==> src/bct_pkg.sv <==
// Package of constants and carrier types for the buck channel trim, protection and dimming block.
package bct_pkg;

	// ************************************************************
	// Timing
	// ************************************************************
	localparam int CLK_FREQ_HZ = 50000000;
	localparam int DIM_DELAY_NS = 5500;
	// Longest time rounded down: 5500 ns at 20 ns gives 275 cycles.
	localparam int DIM_DELAY_CYC = (DIM_DELAY_NS / (1000000000 / CLK_FREQ_HZ)) > 0 ?
		(DIM_DELAY_NS / (1000000000 / CLK_FREQ_HZ)) : 1;
	localparam int ADC_CONV_NS = 8000;
	localparam int ADC_CONV_CYC = ADC_CONV_NS / (1000000000 / CLK_FREQ_HZ);

	// ************************************************************
	// Widths and reset values
	// ************************************************************
	localparam int TRIM_W = 7;
	localparam int VTHR_W = 8;
	localparam int OCCNT_W = 2;
	localparam int ADC_W = 8;
	localparam int RES_W = 9;
	localparam int SCALE_W = 16;
	localparam logic [TRIM_W-1:0] TRIM_NEUTRAL = 7'h3f;
	localparam int PAR_BIT = 8;
	localparam int NUM_CH = 2;
	localparam int NUM_ADC = 7;

	// ************************************************************
	// Converter channels
	// ************************************************************
	typedef enum logic [2:0] {
		BCT_AIN_BOOST = 3'h0,
		BCT_AIN_VDD = 3'h1,
		BCT_AIN_STR1_ON = 3'h2,
		BCT_AIN_STR2_ON = 3'h3,
		BCT_AIN_STR1 = 3'h4,
		BCT_AIN_STR2 = 3'h5,
		BCT_AIN_TEMP = 3'h6
	} bct_ain_t;

	// ************************************************************
	// Carriers
	// ************************************************************
	typedef struct packed {
		logic [TRIM_W-1:0] current_sense_trim;
		logic [VTHR_W-1:0] peak_threshold_code;
		logic [OCCNT_W-1:0] overcurrent_period_count;
		logic enable;
	} bct_ch_cfg_t;

	typedef struct packed {
		logic above_limit;
		logic period_tick;
	} bct_ch_sense_t;

endpackage

==> src/bct_dim_delay.sv <==
// Fixed phase delay line for one dimming control input.
`timescale 1ns/1ps
module bct_dim_delay #(
	parameter int DELAY = bct_pkg::DIM_DELAY_CYC
) (
	// Clock and reset
	input wire logic clk_sys,
	input wire logic sys_rst,
	// Dimming level in and delayed out
	input wire logic dim_in,
	output logic dim_out,
	// One-cycle pulse when the delayed level changes
	output logic edge_pulse
);
	import bct_pkg::*;

	localparam int CW = $clog2(DELAY + 1);

	logic [CW-1:0] cnt_r, cnt_nxt;
	logic pend_r, pend_nxt;
	logic out_r, out_nxt;
	logic edge_r, edge_nxt;

	// Both edges get the same count, so pulse width in equals pulse width out.
	// A second edge inside the window restarts nothing; input pulses shorter than
	// the delay come out stretched to DELAY + 1 cycles, a limitation the dimming source must respect.
	always_comb begin
		cnt_nxt = cnt_r;
		pend_nxt = pend_r;
		out_nxt = out_r;
		edge_nxt = 1'b0;
		if (!pend_r) begin
			if (dim_in != out_r) begin
				pend_nxt = 1'b1;
				cnt_nxt = CW'(DELAY - 1);
			end
		end else if (cnt_r == '0) begin
			pend_nxt = 1'b0;
			out_nxt = ~out_r;
			edge_nxt = 1'b1;
		end else begin
			cnt_nxt = cnt_r - 1'b1;
		end
	end

	// State registers.
	always_ff @(posedge clk_sys) begin
		if (sys_rst) begin
			cnt_r <= '0;
			pend_r <= 1'b0;
			out_r <= 1'b0;
			edge_r <= 1'b0;
		end else begin
			cnt_r <= cnt_nxt;
			pend_r <= pend_nxt;
			out_r <= out_nxt;
			edge_r <= edge_nxt;
		end
	end

	assign dim_out = out_r;
	assign edge_pulse = edge_r;
endmodule

==> src/bct_top.sv <==
// Trim, overcurrent latch-off, dimming delay and converter scan for two buck channels.
`timescale 1ns/1ps

module bct_top #(
	parameter int DELAY = bct_pkg::DIM_DELAY_CYC,
	parameter int CONV = bct_pkg::ADC_CONV_CYC,
	parameter logic [bct_pkg::TRIM_W-1:0] FACTORY_TRIM_1 = 7'h3f,
	parameter logic [bct_pkg::TRIM_W-1:0] FACTORY_TRIM_2 = 7'h3f
) (
	// Clock and reset, clock is the internal oscillator
	input wire logic clk_sys,
	input wire logic sys_rst,
	// Host trim write, one channel per strobe
	input wire logic trim_wr,
	input wire logic trim_wr_ch,
	input wire logic [bct_pkg::TRIM_W-1:0] trim_wr_data,
	// Per-channel live configuration
	input wire logic [bct_pkg::VTHR_W-1:0] peak_threshold_code [bct_pkg::NUM_CH],
	input wire logic [bct_pkg::OCCNT_W-1:0] overcurrent_period_count [bct_pkg::NUM_CH],
	input wire logic [bct_pkg::NUM_CH-1:0] ch_enable,
	// Analog front end status
	input wire bct_pkg::bct_ch_sense_t ch_sense [bct_pkg::NUM_CH],
	// Dimming inputs
	input wire logic [bct_pkg::NUM_CH-1:0] dim_control_input,
	// Host flag read strobe per channel
	input wire logic [bct_pkg::NUM_CH-1:0] oc_flag_rd,
	// Converter interface
	input wire logic adc_done,
	input wire logic [bct_pkg::ADC_W-1:0] adc_code,
	output logic [2:0] adc_mux_sel,
	output logic adc_start,
	// Per-channel outputs
	output logic [bct_pkg::TRIM_W-1:0] current_sense_trim [bct_pkg::NUM_CH],
	output logic [bct_pkg::SCALE_W-1:0] peak_scale [bct_pkg::NUM_CH],
	output logic [bct_pkg::NUM_CH-1:0] buck_on,
	output logic [bct_pkg::NUM_CH-1:0] overcurrent_flag,
	// Converter results with parity
	output logic [bct_pkg::RES_W-1:0] adc_result [bct_pkg::NUM_ADC]
);
	import bct_pkg::*;

	// ************************************************************
	// Per-channel trim, scale, overcurrent and dimming
	// ************************************************************
	logic [NUM_CH-1:0] dly_lvl;
	logic [NUM_CH-1:0] dly_edge;

	genvar g;
	generate
		for (g = 0; g < NUM_CH; g++) begin : g_ch
			logic [TRIM_W-1:0] trim_r, trim_nxt;
			logic [OCCNT_W:0] cnt_r, cnt_nxt;
			logic flag_r, flag_nxt;
			logic on_r, on_nxt;
			logic [SCALE_W-1:0] scale_r, scale_nxt;
			logic [TRIM_W-1:0] fac;
			logic [OCCNT_W:0] trip;

			assign fac = (g == 0) ? FACTORY_TRIM_1 : FACTORY_TRIM_2;
			assign trip = {1'b0, overcurrent_period_count[g]} + 1'b1;

			// Delays the dimming level before it gates the buck.
			bct_dim_delay #(.DELAY(DELAY)) u_dly (
				.clk_sys(clk_sys),
				.sys_rst(sys_rst),
				.dim_in(dim_control_input[g]),
				.dim_out(dly_lvl[g]),
				.edge_pulse(dly_edge[g])
			);

			// Next state for trim, counter, flag, gate and scale factor.
			always_comb begin
				trim_nxt = trim_r;
				cnt_nxt = cnt_r;
				flag_nxt = flag_r;
				if (trim_wr && (trim_wr_ch == g[0])) begin
					trim_nxt = trim_wr_data;
				end
				// A read clears the latch; no trip can count in the same cycle, since counting below needs the flag clear.
				if (oc_flag_rd[g] && flag_r) begin
					flag_nxt = 1'b0;
					cnt_nxt = '0;
				end
				if (!ch_enable[g] || !ch_sense[g].above_limit || dly_edge[g]) begin
					cnt_nxt = '0;
				end else if (ch_sense[g].period_tick && !flag_r) begin
					cnt_nxt = cnt_r + 1'b1;
					if (cnt_nxt >= trip) begin
						flag_nxt = 1'b1;
						cnt_nxt = '0;
					end
				end
				// Buck follows the delayed dimming level unless disabled or latched off.
				on_nxt = ch_enable[g] && dly_lvl[g] && !flag_nxt;
				// Scale in Q2.14 units: 1.0 = 0x4000 of 2^14; 0.4*(t-63)/63.
				scale_nxt = SCALE_W'(32'sd16384 + ((32'sd6554 * ($signed({25'h0, trim_nxt})
					- 32'sd63)) / 32'sd63));
			end

			// State registers; the trim register itself takes the factory value on reset,
			// so no host write is needed before the first regulation cycle.
			// The scale starts at unity and follows the factory trim one edge later.
			always_ff @(posedge clk_sys) begin
				if (sys_rst) begin
					trim_r <= fac;
					cnt_r <= '0;
					flag_r <= 1'b0;
					on_r <= 1'b0;
					scale_r <= 16'h4000;
				end else begin
					trim_r <= trim_nxt;
					cnt_r <= cnt_nxt;
					flag_r <= flag_nxt;
					on_r <= on_nxt;
					scale_r <= scale_nxt;
				end
			end

			// Outputs come straight from the channel registers.
			assign current_sense_trim[g] = trim_r;
			assign peak_scale[g] = scale_r;
			assign buck_on[g] = on_r;
			assign overcurrent_flag[g] = flag_r;
		end
	endgenerate

	// ************************************************************
	// Converter sequencer
	// ************************************************************
	localparam int CCW = $clog2(CONV + 1);
	logic [2:0] sel_r, sel_nxt;
	logic start_r, start_nxt;
	logic [CCW-1:0] tmo_r, tmo_nxt;
	logic [RES_W-1:0] res_r [NUM_ADC];
	logic [RES_W-1:0] res_nxt [NUM_ADC];

	// Steps through every input on its own; results are written only on
	// completion so a read always sees the last finished value. A missing
	// done is covered by a timeout so the scan cannot stall.
	always_comb begin
		sel_nxt = sel_r;
		start_nxt = 1'b0;
		tmo_nxt = tmo_r;
		res_nxt = res_r;
		if (adc_done || tmo_r == '0) begin
			if (adc_done) begin
				res_nxt[sel_r] = {~^adc_code, adc_code};
			end
			sel_nxt = (sel_r == 3'(NUM_ADC - 1)) ? 3'h0 : sel_r + 3'h1;
			start_nxt = 1'b1;
			tmo_nxt = CCW'(CONV);
		end else begin
			tmo_nxt = tmo_r - 1'b1;
		end
	end

	// Sequencer registers.
	always_ff @(posedge clk_sys) begin
		if (sys_rst) begin
			sel_r <= 3'h0;
			start_r <= 1'b0;
			tmo_r <= '0;
			for (int i = 0; i < NUM_ADC; i++) begin
				res_r[i] <= 9'h100;
			end
		end else begin
			sel_r <= sel_nxt;
			start_r <= start_nxt;
			tmo_r <= tmo_nxt;
			res_r <= res_nxt;
		end
	end

	assign adc_mux_sel = sel_r;
	assign adc_start = start_r;
	assign adc_result = res_r;
endmodule

==> config.mk <==
export PLATFORM = sky130hd
export DESIGN_NAME = bct_top
export DESIGN_NICKNAME = d
export VERILOG_FILES = /design/src/bct_pkg.sv /design/src/bct_dim_delay.sv /design/src/bct_top.sv
export SDC_FILE = /design/constraint.sdc
export NUM_CORES = 1
export LEC_CHECK = 0
export BUFFER_PORTS_ARGS = -buffer_cell sky130_fd_sc_hd__clkbuf_2
export CORE_MARGIN = 3
export CORE_UTILIZATION = 42
export CTS_BUF_LIST = sky130_fd_sc_hd__clkbuf_4
export DETAILED_ROUTE_END_ITERATION = 8
export GPL_ROUTABILITY_DRIVEN = 1
export GPL_TIMING_DRIVEN = 0
export SYNTH_ARGS = -nofsm -noshare
export SYNTH_HDL_FRONTEND = slang
export SYNTH_SLANG_ARGS = --single-unit
export TNS_END_PERCENT = 20
==> constraint.sdc <==
create_clock -name clk_sys -period 18.57 [get_ports clk_sys]
set_input_delay 1.857 -clock clk_sys [delete_from_list [all_inputs] [get_ports clk_sys]]
set_output_delay 1.857 -clock clk_sys [all_outputs]
set_load 0.02 [all_outputs]
==> run_results.csv, run 1 <==
group,metric,value,unit
outcome,status,"complete, no violations",
critical_path,cp-end-kind,"flip-flop",
clocking,insertion_delay,0.69,ns
drt,antenna_left,0,
logic_synthesis,ys_ff_latch,156,
layout,fin_nets,2740,
timing,slew_viol_final,0,
timing,whs,0.462,ns
place,port_buffers,141,
drt,viasPerCell,5.85,
grt,met2_usage,0.396,
floorplan,die_h,214,µm
floorplan,pin_count,167,
logic_synthesis,synthDominantCellAreaShare,0.172,
floorplan,initial_core_util,0.430,
grt,grt_max_degree,19,
logic_synthesis,synthFlopType,"dfxtp_1",
drt,num_vias,18273,
job,maxCapViolations,0,
drt,first_iter_violations,985,
critical_path,cp_data_arrival_time,18.12,ns
critical_path,cp_max_fo,9,
critical_path,crit_slowest_cell,"fa_1",
timing,fin_crit_sh,0.948,
drt,wl_per_cell,17.2,µm
logic_synthesis,synth_nets,2580,
layout,instances_no_fill,3125,
layout,stdcell_area,20100,µm²
floorplan,dieArea,45800,µm²
timing,setup_viol,0,
floorplan,core_area,42300,µm²
clocking,tritoncts,"built",
layout,syn_to_final_growth,10.6,%
logic_synthesis,synth_most_common_cell,"nand2_1",
clocking,cts_max_level,4,
place,globalplace.congestion,0.917,
clocking,clockBufferDepth,2,
floorplan,row_count,75,
logic_synthesis,netlist_area,18200,µm²
clocking,clkSlewWorstSetupHoldPaths,0.16,ns
grt,antenna_found_initial,2,
timing,clock_skew,0.0389,ns
clocking,cts.sinks,156,
critical_path,cp-start-kind,"input pin",
timing,slew_headroom,0.354,
logic_synthesis,syn_area_per_cell,7.66,µm²
grt,grtUsageTotal,0.229,
logic_synthesis,yosys-top-cells-area,"dfxtp_1 (17%), ha_1 (8.3%), nand2_1 (6.2%)",
layout,drive_gt1_frac,0.150,
critical_path,crit_path_start,"trim_wr",
timing,worstMarginPinSlew,0.962,ns
hold_path,hp-start,"tmo_r[0]$_SDFF_PP0_",
hold_path,hold_class,"reg2reg",
grt,grt_pass1_wl,88700,µm
logic_synthesis,ys_types,134,
grt,grt_overflow,0,
critical_path,path_common_cell,"or3_1",
critical_path,timing.rr.start,"g_ch[1].trim_r[0]$_SDFF_PP1_",
place,dpl_cell_area,19600,µm²
grt,grt_pass1_vias,17456,
logic_synthesis,yosysSeqAreaShare,0.172,
logic_synthesis,ys_warn_count,0,
grt,busiest_layer,"met2",
logic_synthesis,syn_inst,2373,
logic_synthesis,synth_top_area_cell,"dfxtp_1",
critical_path,crit_path_max_incr_delay,0.57,ns
timing,finalCriticalPeriod,17.61,ns
clocking,clockRootBuffer,"clkbuf_4",
logic_synthesis,synth_edf_count,0,
grt,use_met3,0.0265,
timing,fin_tns_setup,0,ns
drt,route.detailed.drc,0,
logic_synthesis,synthArstFlopShare,0,
critical_path,worstPathRequired,19.09,ns
logic_synthesis,synthTopCellsByCount,"nand2_1 (302), nor2_1 (203), a21oi_1 (172), dfxtp_1 (156), inv_1 (139)",
clocking,cts_buffers,17,
floorplan,die_w,214,µm
grt,grt_use_met1,0.299,
place,dp.cells,3091,
timing,clock.fmax,56.8,MHz
drt,dr.pass1.iters,5,
critical_path,critical_path_class,"in2reg",
place,dp_hpwl,43300,µm
timing,hold_viol,0,
drt,drt_wl_total,53900,µm
cell families (layout without fill, tap and decap cells):
family / Yosys count / in the layout / share of synthesized area
buf+inv: 217 / 390 / 0.0509
fa+ha+maj: 157 / 157 / 0.123
xor+xnor: 166 / 166 / 0.0820
compound gates: 711 / 711 / 0.290
other cells: 0 / 2 / 0
flops: 156 / 156 / 0.172
simple gates: 919 / 919 / 0.254
mux: 47 / 47 / 0.0284
final cells by class:
type	instances	area (µm²)
fill	4301	22200
clock buffer	17	128
antenna	2	5.00
buffer	77	400
clock inverter	15	165
timing repair buffer	141	706
multi-input combinational	2000	14300
tap	577	722
inverter	140	526
sequential	156	3120
final timing paths:
path | slack (ns) | endpoint | cells past startpoint
max | 0.96 | g_ch[1].scale_r[6]$_SDFF_PP0_ | 59
min | 0.46 | tmo_r[0]$_SDFF_PP0_ | 1
max reg2reg | 2.14 | g_ch[1].scale_r[6]$_SDFF_PP0_ | 57
min reg2reg | 0.46 | tmo_r[0]$_SDFF_PP0_ | 1
metal layers:
metal | wire, µm | vias to the layer above | part of all wire
met1 | 24500 | 8674 | 0.45
li1 | - | 9064 | -
met3 | 2140 | 71 | 0.040
met5 | 0 | - | 0
met4 | 1190 | 0 | 0.022
met2 | 26000 | 464 | 0.48
critical path, delay by kind of cell:
family | cells | cell delay (ns)
compound gates | 22 | 6.24
simple gates | 18 | 4.65
buf+inv | 7 | 0.84
fa+ha+maj | 7 | 3.02
xor+xnor | 3 | 0.84
mux | 2 | 0.63
metrics by stage:
step | util | setup slack (ns)
2_1_floorplan | - | 2.37
3_3_place_gp | 0.463 | -0.240
3_5_place_dp | 0.463 | -0.478
4_1_cts | 0.470 | 0.278
5_1_grt | 0.475 | -0.0000266
6_report | 0.475 | 0.963
sequential cells by signal, indices dropped and copies added (netlist names):
name,flops
adc_start,1
g_ch.u_dly.edge_pulse,2
adc_result,63
g_ch.scale_r,32
adc_mux_sel,3
g_ch.cnt_r,6
g_ch.u_dly.cnt_r,18
g_ch.flag_r,2
g_ch.u_dly.pend_r,2
tmo_r,9
g_ch.u_dly.dim_out,2
g_ch.on_r,2
g_ch.trim_r,14
placed cells by master, fill, tap and decap left out, types with 11 or more instances in the layout:
cell type / instances
a21o_1: 36
o21ai_1: 18
o22ai_1: 18
clkbuf_1: 39
nor3_2: 11
o21a_1: 20
ha_1: 121
xor2_1: 54
inv_1: 139
and3_1: 26
nand2_1: 302
nand4_1: 25
fa_1: 36
and4_1: 13
nand2b_1: 22
o211a_1: 14
clkbuf_2: 143
or3_1: 31
nor3b_1: 11
o31ai_1: 15
o211ai_1: 34
a21oi_1: 171
clkbuf_4: 17
and2_1: 34
mux2i_1: 28
a211oi_1: 24
nor2_1: 203
nand3_1: 63
a211o_1: 13
nor3_1: 58
dfxtp_1: 156
or2_2: 19
o21ai_0: 92
o31a_1: 12
buf_2: 12
nor4_1: 25
buf_4: 13
xnor2_1: 102
a31oi_1: 27
what timing repair did:
action                                  4_1_cts  5_1_grt
resized for setup                             0       37
setup buffers                                 0        0
endpoints found under the hold margin         0        0
hold buffers                                  0        0
endpoints found under the setup margin        0       19
Power of run 1 is left out: the tool's default activity adds up to more than one toggle a clock period on the data nets, which glitch-free logic cannot reach.
==> run 2: changes to the inputs <==
- BUFFER_PORTS_ARGS: -buffer_cell sky130_fd_sc_hd__clkbuf_2 -> -buffer_cell sky130_fd_sc_hd__buf_2
==> run 2 against run 1 <==
- routed wire length is 0.99% higher
- non-clock buffer count up 2
- count of clock-buffer cells in the layout stayed put
- clock skew up 0.0030 ns
- final cell count hardly changed
- register-to-register slack is essentially flat
- sequential share of layout area is essentially flat
- maximum frequency increased by 0.24%
- hold slack improved by 0.0013 ns
- die area unchanged
- setup slack improved by 0.042 ns
- largest cell class unchanged
- highest routed layer unchanged
==> run_results.csv, run 2 (synthesis results as in run 1) <==
group,metric,value,unit
timing,slew_headroom,0.309,
floorplan,dieArea,45800,µm²
hold_path,hold_class,"reg2reg",
timing,clock.fmax,56.9,MHz
critical_path,cp_max_fo,9,
clocking,clkSlewWorstSetupHoldPaths,0.14,ns
drt,drt_wl_total,54400,µm
clocking,clockBufferDepth,2,
grt,grt_pass1_vias,17344,
clocking,cts.sinks,156,
grt,antenna_found_initial,1,
timing,rsz0062_at_grt,"yes",
layout,fin_nets,2742,
layout,instances_no_fill,3126,
timing,whs,0.464,ns
clocking,cts_buffers,17,
critical_path,critical_path_class,"in2reg",
place,globalplace.congestion,0.916,
floorplan,die_w,214,µm
timing,clock_skew,0.0419,ns
place,port_buffers,141,
clocking,clockRootBuffer,"clkbuf_4",
timing,setup_viol,0,
timing,worstMarginPinSlew,1.03,ns
drt,num_vias,18288,
clocking,cts_max_level,4,
clocking,tritoncts,"built",
drt,antenna_left,0,
clocking,ctsHoldBuffers,0,
critical_path,crit_path_max_incr_delay,0.56,ns
place,dp_hpwl,43300,µm
timing,fin_crit_sh,0.946,
critical_path,cp_data_arrival_time,18.10,ns
floorplan,initial_core_util,0.430,
grt,grtUsageTotal,0.230,
floorplan,die_h,214,µm
timing,slew_viol_final,0,
layout,layout_commonest_cell,"nand2_1",
floorplan,pin_count,167,
timing,hold_viol,0,
grt,grt_overflow,0,
timing,finalCriticalPeriod,17.56,ns
drt,route.detailed.drc,0,
critical_path,cp-end-kind,"flip-flop",
drt,viasPerCell,5.85,
layout,largest_register_ffs,63,
critical_path,path_common_cell,"or3_1",
drt,first_iter_violations,991,
critical_path,crit_slowest_cell,"fa_1",
layout,final_cell_mix,"nand2_1 (302), nor2_1 (203), a21oi_1 (172), dfxtp_1 (156), buf_2 (153)",
clocking,insertion_delay,0.71,ns
floorplan,core_area,42300,µm²
outcome,status,"complete, no violations",
drt,dr.pass1.iters,5,
place,dp.cells,3091,
floorplan,row_count,75,
critical_path,worstPathRequired,19.11,ns
layout,syn_to_final_growth,10.6,%
drt,wl_per_cell,17.4,µm
grt,grt_pass1_wl,88600,µm
critical_path,cp-start-kind,"input pin",
grt,grt_max_degree,18,
layout,drive_gt1_frac,0.151,
job,maxCapViolations,0,
## run 2: cell types whose count changed in the layout (fill, tap and decap cells not counted), moves of 2 or more
| cell | previous run | this run |
|---|---|---|
| clkinvlp_4 | 0 | 2 |
| nor4_1 | 25 | 23 |
| nor4_2 | 9 | 11 |
| o21ai_0 | 92 | 94 |
| buf_4 | 13 | 15 |
| o21ai_1 | 18 | 16 |
| clkbuf_2 | 143 | 2 |
| buf_2 | 12 | 153 |
## run 2: through the flow
step	setup TNS [ns]	setup WS, ns	utilization	instance area (µm²)
after floorplan	0	2.37	-	18200
after global placement	-0.355	-0.252	0.463	19600
after detailed placement	-1.39	-0.450	0.463	19600
after CTS	0	0.298	0.470	19900
after global routing	-0.0118	-0.0118	0.475	20100
final	0	1.01	0.475	20100
## run 2: routing by layer
metal	vias to the layer above	GRT usage	share of wire
li1	9068	-	-
met1	8700	0.299	0.46
met2	438	0.398	0.48
met3	82	0.0312	0.038
met4	0	0.0663	0.026
met5	-	0	0
## run 2: layout make-up
type / count / area [µm²]
diodes: 1 / 2.50
plain buffers: 77 / 400
clock buffers: 17 / 128
clock inverters: 15 / 173
fillers: 4313 / 22200
inverters: 140 / 526
multi-input cells: 2000 / 14300
flip-flops and latches: 156 / 3120
well taps: 577 / 722
repair buffers: 143 / 721
## run 2: repair_timing
item	4_1_cts	5_1_grt
hold endpoints to repair	0	0
buffers inserted	0	2
gates resized for setup	0	33
endpoints found under the setup margin	0	19
## run 2: final timing paths
check                                                   from                            end  slack, ns  depth (start not counted)
worst min-delay path              adc_result[3]$_SDFFE_PP0P_     adc_result[3]$_SDFFE_PP0P_       0.46                          2
worst max-delay path                                 trim_wr  g_ch[1].scale_r[6]$_SDFF_PP0_       1.01                         59
worst min register to register    adc_result[3]$_SDFFE_PP0P_     adc_result[3]$_SDFFE_PP0P_       0.46                          2
worst max register to register  g_ch[1].trim_r[0]$_SDFF_PP1_  g_ch[1].scale_r[6]$_SDFF_PP0_       2.13                         57
## run 2: worst max-delay path, delay by kind of cell
kind	cells	cell delay, ns
AND/OR/NAND/NOR	18	4.72
buffers and inverters	7	0.87
AO/OA/AOI/OAI	22	6.07
XOR/XNOR	3	0.88
adder cells (fa/ha/maj)	7	3.02
multiplexers	2	0.64
Power of run 2 is left out for the same reason.
